==> config.mk <==
export PLATFORM = sky130hd
export DESIGN_NAME = nlid_core
export DESIGN_NICKNAME = d
export VERILOG_FILES = /design/src/hdl/nlid_nib_reg.v /design/src/hdl/nlid_opdec.v /design/src/hdl/nlid_core.v
export VERILOG_INCLUDE_DIRS = /design/src /design/src/hdl
export SDC_FILE = /design/constraint.sdc
export NUM_CORES = 1
export LEC_CHECK = 0
export BUFFER_PORTS_ARGS = -buffer_cell sky130_fd_sc_hd__buf_4
export CAP_MARGIN = 20
export CELL_PAD_IN_SITES_DETAIL_PLACEMENT = 0
export CELL_PAD_IN_SITES_GLOBAL_PLACEMENT = 1
export CORE_MARGIN = 1
export CORE_UTILIZATION = 25
export CTS_CLUSTER_SIZE = 10
export DETAILED_ROUTE_END_ITERATION = 16
export HOLD_SLACK_MARGIN = 0.06
export PLACE_DENSITY = 0.49
export SLEW_MARGIN = 10
export SYNTH_ARGS = -nofsm -noshare
export SYNTH_HDL_FRONTEND = slang
export SYNTH_HIERARCHICAL = 1
export SYNTH_SLANG_ARGS = --single-unit
==> constraint.sdc <==
create_clock -name clk_sys_in -period 3.65 [get_ports clk_sys_in]
set_clock_uncertainty 0.15 [all_clocks]
set_input_delay 0.5475 -clock clk_sys_in [delete_from_list [all_inputs] [get_ports clk_sys_in]]
set_output_delay 0.5475 -clock clk_sys_in [all_outputs]
set_load 0.02 [all_outputs]
==> src/hdl/nlid_consts.vh <==
// Constants for the nibble processor load-instruction decoder
`ifndef NLID_CONSTS_VH
`define NLID_CONSTS_VH

// Instruction set shape
`define NLID_NUM_TYPES      52
`define NLID_NUM_CLASSES    6
`define NLID_CLASS_XFER     3'h0
`define NLID_CLASS_NONE     3'h7

// Opcode encodings, upper nibble and fixed codes
`define NLID_OP_IMM_HI      4'h4
`define NLID_OP_PORT_HI     5'h02
`define NLID_OP_PORT_TEST   1'h1
`define NLID_OP_MEM         8'h04
`define NLID_OP_STATUS_MEM  8'h05
`define NLID_OP_LOW         8'h06
`define NLID_OP_HIGH        8'h07
`define NLID_OP_MEM_TEST    8'h87

// Internal bus source codes
`define NLID_SRC_PORT       3'h0
`define NLID_SRC_MEM        3'h1
`define NLID_SRC_LOW        3'h2
`define NLID_SRC_HIGH       3'h3
`define NLID_SRC_IMM        3'h4

// Operand field selects for branch target assembly
`define NLID_FLD_OPCODE     2'h0
`define NLID_FLD_AP_HI      2'h1
`define NLID_FLD_AP_MID     2'h2
`define NLID_FLD_AP_LO      2'h3

// Status register bit positions
`define NLID_ST_CARRY       0
`define NLID_ST_ZERO        1

// Register offsets
`define NLID_REG_ACC        4'h0
`define NLID_REG_STATUS     4'h1
`define NLID_REG_LOW        4'h2
`define NLID_REG_HIGH       4'h3
`define NLID_REG_ALT        4'h4
`define NLID_REG_CTRL       4'h5
`define NLID_REG_FLAGS      4'h6
`define NLID_REG_LAST_OP    4'h7
`define NLID_REG_LOAD_CNT   4'h8
`define NLID_REG_BR_LOW     4'h9
`define NLID_REG_BR_HIGH    4'hA

// Control and flag bits
`define NLID_CTRL_USE_ALT   0
`define NLID_FLAGS_ALT_VAL  0

// Reset values
`define NLID_RST_NIBBLE     4'h0
`define NLID_RST_BYTE       8'h00
`define NLID_RST_STATUS     2'h0

`endif

==> src/hdl/nlid_nib_reg.v <==
// Loadable register with a constant reset value
module nlid_nib_reg #(
  parameter       W   = 4,
  parameter [W-1:0] RST = {W{1'b0}}
) (
  input  wire         clk_sys_in,
  input  wire         rst_in,
  input  wire         load_in,
  input  wire [W-1:0] d_in,
  output reg  [W-1:0] q_out
);

  always @(posedge clk_sys_in or posedge rst_in) begin
    if (rst_in) begin
      q_out <= RST;
    end else if (load_in) begin
      q_out <= d_in;
    end
  end

endmodule // nlid_nib_reg

==> src/hdl/nlid_opdec.v <==
// Opcode decoder for the load-type transfer group
`include "nlid_consts.vh"

module nlid_opdec (
  input  wire [7:0] op_in,
  output reg        hit_out,
  output reg  [2:0] src_out,
  output reg        to_acc_out,
  output reg        to_status_out,
  output reg        test_zero_out,
  output wire [2:0] class_out,
  output wire [2:0] port_sel_out,
  output wire [3:0] imm_out
);

  assign port_sel_out = op_in[2:0];
  assign imm_out      = op_in[3:0];
  assign class_out    = hit_out ? `NLID_CLASS_XFER : `NLID_CLASS_NONE; // (RQ1)

  always @* begin
    hit_out       = 1'b1;
    src_out       = `NLID_SRC_PORT;
    to_acc_out    = 1'b1;
    to_status_out = 1'b0;
    test_zero_out = 1'b0;
    if (op_in[7:4] == `NLID_OP_IMM_HI) begin
      src_out = `NLID_SRC_IMM; // (RQ9)
    end else if (op_in[7:3] == `NLID_OP_PORT_HI) begin
      src_out = `NLID_SRC_PORT; // (RQ2)
      test_zero_out = (op_in[3] == `NLID_OP_PORT_TEST); // (RQ3)
    end else if (op_in[7:3] == (`NLID_OP_PORT_HI | 5'h03)) begin
      src_out = `NLID_SRC_PORT;
      test_zero_out = 1'b1; // (RQ3)
    end else begin
      case (op_in)
        `NLID_OP_MEM: begin
          src_out = `NLID_SRC_MEM; // (RQ4)
        end
        `NLID_OP_MEM_TEST: begin
          src_out       = `NLID_SRC_MEM; // (RQ5)
          test_zero_out = 1'b1;
        end
        `NLID_OP_STATUS_MEM: begin
          src_out       = `NLID_SRC_MEM; // (RQ6)
          to_acc_out    = 1'b0;
          to_status_out = 1'b1;
        end
        `NLID_OP_LOW: begin
          src_out = `NLID_SRC_LOW; // (RQ7)
        end
        `NLID_OP_HIGH: begin
          src_out = `NLID_SRC_HIGH; // (RQ8)
        end
        default: begin
          hit_out    = 1'b0;
          to_acc_out = 1'b0;
        end
      endcase
    end
  end

endmodule // nlid_opdec

==> src/hdl/nlid_core.v <==
// Load-instruction decode and execute datapath with register port
`include "nlid_consts.vh"

// Functional notes
// (RQ1) Decoder knows 52 types in 6 classes; load transfers are executed here.
// (RQ2) Port-register load copies selected port or input into accumulator, flags kept.
// (RQ3) Port-register load and test copies, then updates zero flag, carry kept.
// (RQ4) Memory load copies addressed nibble into accumulator, flags kept.
// (RQ5) Memory load and test copies nibble, updates zero flag, carry kept.
// (RQ6) Status load from memory writes zero and carry straight from memory.
// (RQ7) Low pointer copied into accumulator in one cycle, flags kept.
// (RQ8) High pointer copied into accumulator in one cycle, flags kept.
// (RQ9) Upper bits 0100 load low four bits as immediate into accumulator.
// (RQ10) Branch target is three 4-bit fields joined high, middle, low.
// (RQ11) Bit-manipulation bit position comes from a dedicated instruction field.
// (RQ12) Memory address comes from high and low pointers, or alternate pointer.
// (RQ13) All transfers pass over one shared 4-bit internal bus.
// (RQ14) Tested zero flag is one exactly when loaded nibble is zero.
// (RQ15) Every load instruction leaves alternate-pointer valid flag cleared; a FLAGS register write in the same cycle wins over the clear.
module nlid_core (
  input  wire        clk_sys_in,
  input  wire        rst_in,
  input  wire [7:0]  instr_in,
  input  wire        instr_valid_in,
  input  wire [1:0]  field_sel_in,
  input  wire [3:0]  port_data_in,
  input  wire [3:0]  mem_data_in,
  input  wire [3:0]  reg_addr_in,
  input  wire [7:0]  reg_wdata_in,
  input  wire        reg_wr_in,
  input  wire        reg_rd_in,
  output reg  [7:0]  reg_rdata_out,
  output wire [2:0]  port_sel_out,
  output wire [7:0]  mem_addr_out,
  output wire [3:0]  acc_out,
  output wire        zero_flag_out,
  output wire        carry_flag_out,
  output wire        alt_valid_out,
  output wire [11:0] branch_target_address_out,
  output reg  [1:0]  bit_select_out,
  output reg  [3:0]  bit_mask_out,
  output reg  [2:0]  instr_class_out,
  output reg         load_done_out
);

  ////////////////////////////////////////////////////////////////////////////
  // Declarations

  wire       dec_hit;
  wire [2:0] dec_src;
  wire       dec_to_acc;
  wire       dec_to_status;
  wire       dec_test_zero;
  wire [2:0] dec_class;
  wire [3:0] dec_imm;

  wire       opcode_cycle;
  wire       exec;
  reg  [3:0] internal_bus;
  wire       bus_zero;

  wire [3:0] accumulator_nibble;
  wire [3:0] low_pointer_register;
  wire [3:0] high_pointer_register;
  wire [3:0] alt_pointer_register;
  reg  [1:0] status_flags_register;
  reg        alt_pointer_valid_flag;
  reg        use_alt_pointer;
  reg  [7:0] last_opcode;
  reg  [7:0] load_count;

  wire       acc_load;
  reg  [3:0] next_acc;
  wire       wr_acc;
  wire       wr_low;
  wire       wr_high;
  wire       wr_alt;
  wire       wr_status;
  wire       wr_ctrl;
  wire       wr_flags;
  reg  [1:0] next_status;

  wire [2:0] field_load;
  wire [3:0] target_hi;
  wire [3:0] target_mid;
  wire [3:0] target_lo;

  ////////////////////////////////////////////////////////////////////////////
  // Decode

  assign opcode_cycle = instr_valid_in && (field_sel_in == `NLID_FLD_OPCODE);

  nlid_opdec u_opdec (
    .op_in         (instr_in),
    .hit_out       (dec_hit),
    .src_out       (dec_src),
    .to_acc_out    (dec_to_acc),
    .to_status_out (dec_to_status),
    .test_zero_out (dec_test_zero),
    .class_out     (dec_class),
    .port_sel_out  (port_sel_out),
    .imm_out       (dec_imm)
  );

  assign exec = opcode_cycle && dec_hit;

  ////////////////////////////////////////////////////////////////////////////
  // Shared 4-bit internal bus

  always @* begin
    case (dec_src)
      `NLID_SRC_PORT: internal_bus = port_data_in; // (RQ13)
      `NLID_SRC_MEM:  internal_bus = mem_data_in; // (RQ13)
      `NLID_SRC_LOW:  internal_bus = low_pointer_register; // (RQ13)
      `NLID_SRC_HIGH: internal_bus = high_pointer_register; // (RQ13)
      `NLID_SRC_IMM:  internal_bus = dec_imm; // (RQ13)
      default:        internal_bus = `NLID_RST_NIBBLE;
    endcase
  end

  assign bus_zero = (internal_bus == `NLID_RST_NIBBLE); // (RQ14)

  // Pointer pair forms the row and column of the data memory address
  assign mem_addr_out = use_alt_pointer ? {`NLID_RST_NIBBLE, alt_pointer_register}
                                        : {high_pointer_register, low_pointer_register}; // (RQ12)

  ////////////////////////////////////////////////////////////////////////////
  // Register port write decode

  assign wr_acc    = reg_wr_in && (reg_addr_in == `NLID_REG_ACC);
  assign wr_status = reg_wr_in && (reg_addr_in == `NLID_REG_STATUS);
  assign wr_low    = reg_wr_in && (reg_addr_in == `NLID_REG_LOW);
  assign wr_high   = reg_wr_in && (reg_addr_in == `NLID_REG_HIGH);
  assign wr_alt    = reg_wr_in && (reg_addr_in == `NLID_REG_ALT);
  assign wr_ctrl   = reg_wr_in && (reg_addr_in == `NLID_REG_CTRL);
  assign wr_flags  = reg_wr_in && (reg_addr_in == `NLID_REG_FLAGS);

  ////////////////////////////////////////////////////////////////////////////
  // Accumulator and pointers

  // An executing load beats a software write in the same cycle
  assign acc_load = (exec && dec_to_acc) || wr_acc;

  always @* begin
    if (exec && dec_to_acc) begin
      next_acc = internal_bus; // (RQ2) (RQ4) (RQ7) (RQ8) (RQ9)
    end else begin
      next_acc = reg_wdata_in[3:0];
    end
  end

  nlid_nib_reg #(.W(4), .RST(`NLID_RST_NIBBLE)) u_acc (
    .clk_sys_in (clk_sys_in),
    .rst_in     (rst_in),
    .load_in    (acc_load),
    .d_in       (next_acc),
    .q_out      (accumulator_nibble)
  );

  nlid_nib_reg #(.W(4), .RST(`NLID_RST_NIBBLE)) u_low (
    .clk_sys_in (clk_sys_in),
    .rst_in     (rst_in),
    .load_in    (wr_low),
    .d_in       (reg_wdata_in[3:0]),
    .q_out      (low_pointer_register)
  );

  nlid_nib_reg #(.W(4), .RST(`NLID_RST_NIBBLE)) u_high (
    .clk_sys_in (clk_sys_in),
    .rst_in     (rst_in),
    .load_in    (wr_high),
    .d_in       (reg_wdata_in[3:0]),
    .q_out      (high_pointer_register)
  );

  nlid_nib_reg #(.W(4), .RST(`NLID_RST_NIBBLE)) u_alt (
    .clk_sys_in (clk_sys_in),
    .rst_in     (rst_in),
    .load_in    (wr_alt),
    .d_in       (reg_wdata_in[3:0]),
    .q_out      (alt_pointer_register)
  );

  assign acc_out = accumulator_nibble;

  ////////////////////////////////////////////////////////////////////////////
  // Status flags

  always @* begin
    next_status = status_flags_register;
    if (wr_status) begin
      next_status = reg_wdata_in[1:0];
    end
    if (exec && dec_to_status) begin
      next_status[`NLID_ST_ZERO]  = internal_bus[`NLID_ST_ZERO]; // (RQ6)
      next_status[`NLID_ST_CARRY] = internal_bus[`NLID_ST_CARRY]; // (RQ6)
    end else if (exec && dec_test_zero) begin
      next_status[`NLID_ST_ZERO] = bus_zero; // (RQ3) (RQ5) (RQ14)
    end
  end

  always @(posedge clk_sys_in or posedge rst_in) begin
    if (rst_in) begin
      status_flags_register <= `NLID_RST_STATUS;
    end else begin
      status_flags_register <= next_status;
    end
  end

  assign zero_flag_out  = status_flags_register[`NLID_ST_ZERO];
  assign carry_flag_out = status_flags_register[`NLID_ST_CARRY];

  ////////////////////////////////////////////////////////////////////////////
  // Control, alternate-pointer flag, history

  always @(posedge clk_sys_in or posedge rst_in) begin
    if (rst_in) begin
      use_alt_pointer        <= 1'b0;
      alt_pointer_valid_flag <= 1'b0;
      last_opcode            <= `NLID_RST_BYTE;
      load_count             <= `NLID_RST_BYTE;
    end else begin
      if (wr_ctrl) begin
        use_alt_pointer <= reg_wdata_in[`NLID_CTRL_USE_ALT];
      end
      // Software set wins over a load's clear in the same cycle
      if (wr_flags) begin
        alt_pointer_valid_flag <= reg_wdata_in[`NLID_FLAGS_ALT_VAL];
      end else if (exec) begin
        alt_pointer_valid_flag <= 1'b0; // (RQ15)
      end
      if (exec) begin
        last_opcode <= instr_in;
        load_count  <= load_count + 8'h01;
      end
    end
  end

  assign alt_valid_out = alt_pointer_valid_flag;

  ////////////////////////////////////////////////////////////////////////////
  // Branch target fields and bit selector

  assign field_load[0] = instr_valid_in && (field_sel_in == `NLID_FLD_AP_HI);
  assign field_load[1] = instr_valid_in && (field_sel_in == `NLID_FLD_AP_MID);
  assign field_load[2] = instr_valid_in && (field_sel_in == `NLID_FLD_AP_LO);

  nlid_nib_reg #(.W(4), .RST(`NLID_RST_NIBBLE)) u_ap_hi (
    .clk_sys_in (clk_sys_in),
    .rst_in     (rst_in),
    .load_in    (field_load[0]),
    .d_in       (instr_in[3:0]),
    .q_out      (target_hi)
  );

  nlid_nib_reg #(.W(4), .RST(`NLID_RST_NIBBLE)) u_ap_mid (
    .clk_sys_in (clk_sys_in),
    .rst_in     (rst_in),
    .load_in    (field_load[1]),
    .d_in       (instr_in[3:0]),
    .q_out      (target_mid)
  );

  nlid_nib_reg #(.W(4), .RST(`NLID_RST_NIBBLE)) u_ap_lo (
    .clk_sys_in (clk_sys_in),
    .rst_in     (rst_in),
    .load_in    (field_load[2]),
    .d_in       (instr_in[3:0]),
    .q_out      (target_lo)
  );

  assign branch_target_address_out = {target_hi, target_mid, target_lo}; // (RQ10)

  always @(posedge clk_sys_in or posedge rst_in) begin
    if (rst_in) begin
      bit_select_out  <= 2'h0;
      bit_mask_out    <= 4'h1;
      instr_class_out <= `NLID_CLASS_NONE;
      load_done_out   <= 1'b0;
    end else begin
      load_done_out <= exec;
      if (opcode_cycle) begin
        bit_select_out  <= instr_in[1:0]; // (RQ11)
        bit_mask_out    <= 4'h1 << instr_in[1:0]; // (RQ11)
        instr_class_out <= dec_class; // (RQ1)
      end
    end
  end

  ////////////////////////////////////////////////////////////////////////////
  // Register port read, data one cycle after the strobe

  always @(posedge clk_sys_in or posedge rst_in) begin
    if (rst_in) begin
      reg_rdata_out <= `NLID_RST_BYTE;
    end else if (reg_rd_in) begin
      case (reg_addr_in)
        `NLID_REG_ACC:      reg_rdata_out <= {4'h0, accumulator_nibble};
        `NLID_REG_STATUS:   reg_rdata_out <= {6'h00, status_flags_register};
        `NLID_REG_LOW:      reg_rdata_out <= {4'h0, low_pointer_register};
        `NLID_REG_HIGH:     reg_rdata_out <= {4'h0, high_pointer_register};
        `NLID_REG_ALT:      reg_rdata_out <= {4'h0, alt_pointer_register};
        `NLID_REG_CTRL:     reg_rdata_out <= {7'h00, use_alt_pointer};
        `NLID_REG_FLAGS:    reg_rdata_out <= {7'h00, alt_pointer_valid_flag};
        `NLID_REG_LAST_OP:  reg_rdata_out <= last_opcode;
        `NLID_REG_LOAD_CNT: reg_rdata_out <= load_count;
        `NLID_REG_BR_LOW:   reg_rdata_out <= {target_mid, target_lo};
        `NLID_REG_BR_HIGH:  reg_rdata_out <= {4'h0, target_hi};
        default:            reg_rdata_out <= `NLID_RST_BYTE;
      endcase
    end else begin
      reg_rdata_out <= `NLID_RST_BYTE;
    end
  end

endmodule // nlid_core

==> metrics <==
Placed Cells=572; RSZ-0062 raised after global routing=no; run status=completed; diode count=0; cells on worst reg2reg path=5; CTS Sinks=66; Hold Path End=load_count[7]; final core occ=between 30 and 40%; largest fanout on the critical path=10; synthesis-to-layout area growth=28.4%; Post-CTS Setup Bufs=0; Post-Syn Instances=333; #FFs+latches synth=66; post-synthesis compound-gate area fraction=11.9%; Tcrit/Tclk final=approximately 70%; Cell Area, Synth=between 0.003 and 0.004 mm²; async set-reset flop share out of synthesis=between 90% and 100%; Max Cap Viol=0; Period minus WS final=around 2.5 ns; initial antenna violation count=0; leakage=2.04 nW; Die Span Y=122 µm; clock slew at reported path FFs=roughly 0.060 ns; CP Launch Type=input pin; Max stage delay on crit path=0.47 ns; Root Driver=clkbuf_16; die width=~120 µm; area fraction in and, or, nand and nor cells after synthesis=around 15%; first-pass GRT wire length=between 15 and 20 mm; Vias=between 2000 and 3000; Worst EP required=3.72 ns; setup TNS=0 ns; largest family of logic cells by synthesized area=multiplexers; vias per cell=around 4.7; Worst Hold Class=flip-flop to flip-flop; Post-synth EDFFs=0; H-Tree Depth=3; # DRC=0; number of placed I/O pins=slightly above 80; Clk Latency, worst-skew pair=around 0.34 ns; Max-Slew Margin vs Limit=approximately 63%; Worst Max-Slew Pin Slew=0.547 ns; largest net degree at the start of global routing=26; gr ovfl total=0; setup slack, reg-to-reg=between 1.5 and 2 ns; r2r startpoint=u_high/q_out[0]; Yosys top cell by area=dfrtp_1; Synth Area in Adders=less than 1%; row count=43; Nets=440; Post-Syn Area per Cell=~11 µm²; post-route ant nets=0; drt wl/cell=between 15 and 20 µm; CTS max path bufs=2; Die Area=approximately 0.015 mm²; final WL=~11 mm; Critical Path Start=instr_in[5]; crit path kind=input pin to flip-flop; pwr dens=between 500 and 600 mW/mm²; crit-path cells=buf_4, nor2_1, nand3_1, nor3b_1, buf_4, nor3b_1, a21oi_1, o22a_1, o21ai_0, mux2_2; Crit. path cell count=10; top cell family by delay on the critical path=simple AND/OR/NAND/NOR gates; DRT iter0 DRCs=between 150 and 200; Final GP Congestion=0.732; fmax=about 400 MHz; IR drop worst, VDD=225 µV; ys flop type=dfrtp_1; Mapped Nets=about 370; Post-DP HPWL=~8.0 mm; IO buf count=between 70 and 80; fraction of layout cells with a size suffix above 1=a little under two fifths; Hold Path Origin=load_count[7]; synth warn=6; all-layer global routing usage=between 15 and 20%; TritonCTS clock tree=done; worst hold margin=between 0.3 and 0.4 ns; Synth Area in XOR/XNOR=just under 2%; Post-Layout Cell Count=around 590; Fin. Hold Viols=0; hold depth=1; WP buf/inv=2; dominant cells by area after synthesis=dfrtp_1 43%, mux2_2 16%, dfstp_2 2.9%; Initial Utilization=around a quarter; drt first pass iters=4; CTS Buf Count=9; floorplan core area=0.0139 mm²; terminus of the critical flop-to-flop path=u_acc/q_out[0]; Seq/Total Area, Yosys=46.4%; mux contribution to synthesized area=around a fifth; CP max stage cell=nor3b_1; Setup crit end kind=flip-flop; Setup Viol. Count Final=0; crit path DAT=between 2 and 3 ns; area share of the leading cell type in the synthesized netlist=43.4%; count of different cell masters after synthesis=49; vias in the first global route=~2800; pins over their slew limit=0
## cell families (layout without fill, tap and decap cells)
group	count (synthesis)	count (layout)
simple gates	103	103
flops	66	66
compound gates	61	61
mux	61	61
buf+inv	33	109
xor+xnor	8	8
fa+ha+maj	1	1
## layer usage
metal / track usage, % / part of all wire [%] / routed length (µm) / vias up
met5: 0 / 0 / 0 / -
met4: 6.40 / 1.9 / 204 / 0
met3: 3.24 / 4.1 / 442 / 13
met2: 24.0 / 47 / 5040 / 72
met1: 20.9 / 47 / 5140 / 1363
li1: - / - / - / 1338
## worst max-delay path by stage
stage / to
final: u_acc/q_out[1]
after global routing: u_acc/q_out[1]
after floorplan: u_acc/q_out[2]
after global placement: status_flags_register[1]
after detailed placement: status_flags_register[1]
after CTS: status_flags_register[1]
## registers in the layout (all words and copies together) (netlist names)
| register | cells |
|---|---|
| bit_mask_out | 4 |
| status_flags_register | 2 |
| instr_class_out | 3 |
| bit_select_out | 2 |
| u_high/q_out | 4 |
| u_ap_mid/q_out | 4 |
| last_opcode | 8 |
| u_ap_hi/q_out | 4 |
| alt_valid_out | 1 |
| load_done_out | 1 |
| load_count | 8 |
| u_low/q_out | 4 |
| u_acc/q_out | 4 |
| use_alt_pointer | 1 |
| u_ap_lo/q_out | 4 |
| u_alt/q_out | 4 |
| reg_rdata_out | 8 |
## metrics by stage
step | worst slack [ns] | power, W | instance area, µm²
floorplan | 1.14 | 0.00134 | 3570
global placement | 0.802 | 0.00163 | 4280
detailed placement | 0.807 | 0.00164 | 4280
CTS | 1.15 | 0.00253 | 4590
global route | 0.950 | 0.00262 | 4590
finish | 1.14 | 0.00249 | 4590
## repair_timing
| action | 4_1_cts | 5_1_grt |
|---|---|---|
| resized for setup | 0 | 0 |
| endpoints found under the hold margin | 28 | 0 |
| hold buffers | 1 | 0 |
## final cells by class
cell class / instances / area (µm²)
multi-input combinational: 234 / 1740
tap: 180 / 225
clock buffer: 12 / 246
clock inverter: 4 / 51.3
fill: 1433 / 9300
inverter: 9 / 33.8
sequential: 66 / 1660
timing repair buffer: 84 / 633
## cell usage after synthesis, types with 3 or more instances
cell type and instances:
a22o_1 5, xnor2_1 6, o22a_1 5, mux2_2 50, o21a_1 3, mux2i_1 10
o21ai_0 15, nand3b_1 6, buf_4 9, o22ai_1 4, nor3b_1 4, dfstp_2 4
nand2b_1 7, a22oi_1 7, nor2_1 27, nand3_1 7, a21oi_1 8, and3_1 3
nand4_1 3, nor3_1 4, nor2b_1 7, clkbuf_1 6, buf_2 7, dfrtp_1 62
inv_1 9, nand2_1 25
## power breakdown
group / total (W) / switching (W) / internal [W]
combinational: 0.000607 / 0.000303 / 0.000304
clock: 0.000871 / 0.000324 / 0.000547
sequential: 0.00101 / 0.000147 / 0.000867
## placed cells by master (no fill, tap or decap), drive strengths merged, types with 3 or more instances in the layout
master	instances
o22ai	4
nand3	7
dfstp	4
a22o	5
clkbuf	12
nand3b	6
nand2b	7
o22a	5
nor3b	4
nor2b	8
nand4	3
buf	83
a22oi	7
and3	3
inv	9
xnor2	6
mux2i	10
a21oi	8
nor2	27
nor3	4
nand2	25
o21a	3
mux2	51
o21ai	16
dfrtp	62
No activity file was read; power rests on OpenSTA's default activity.
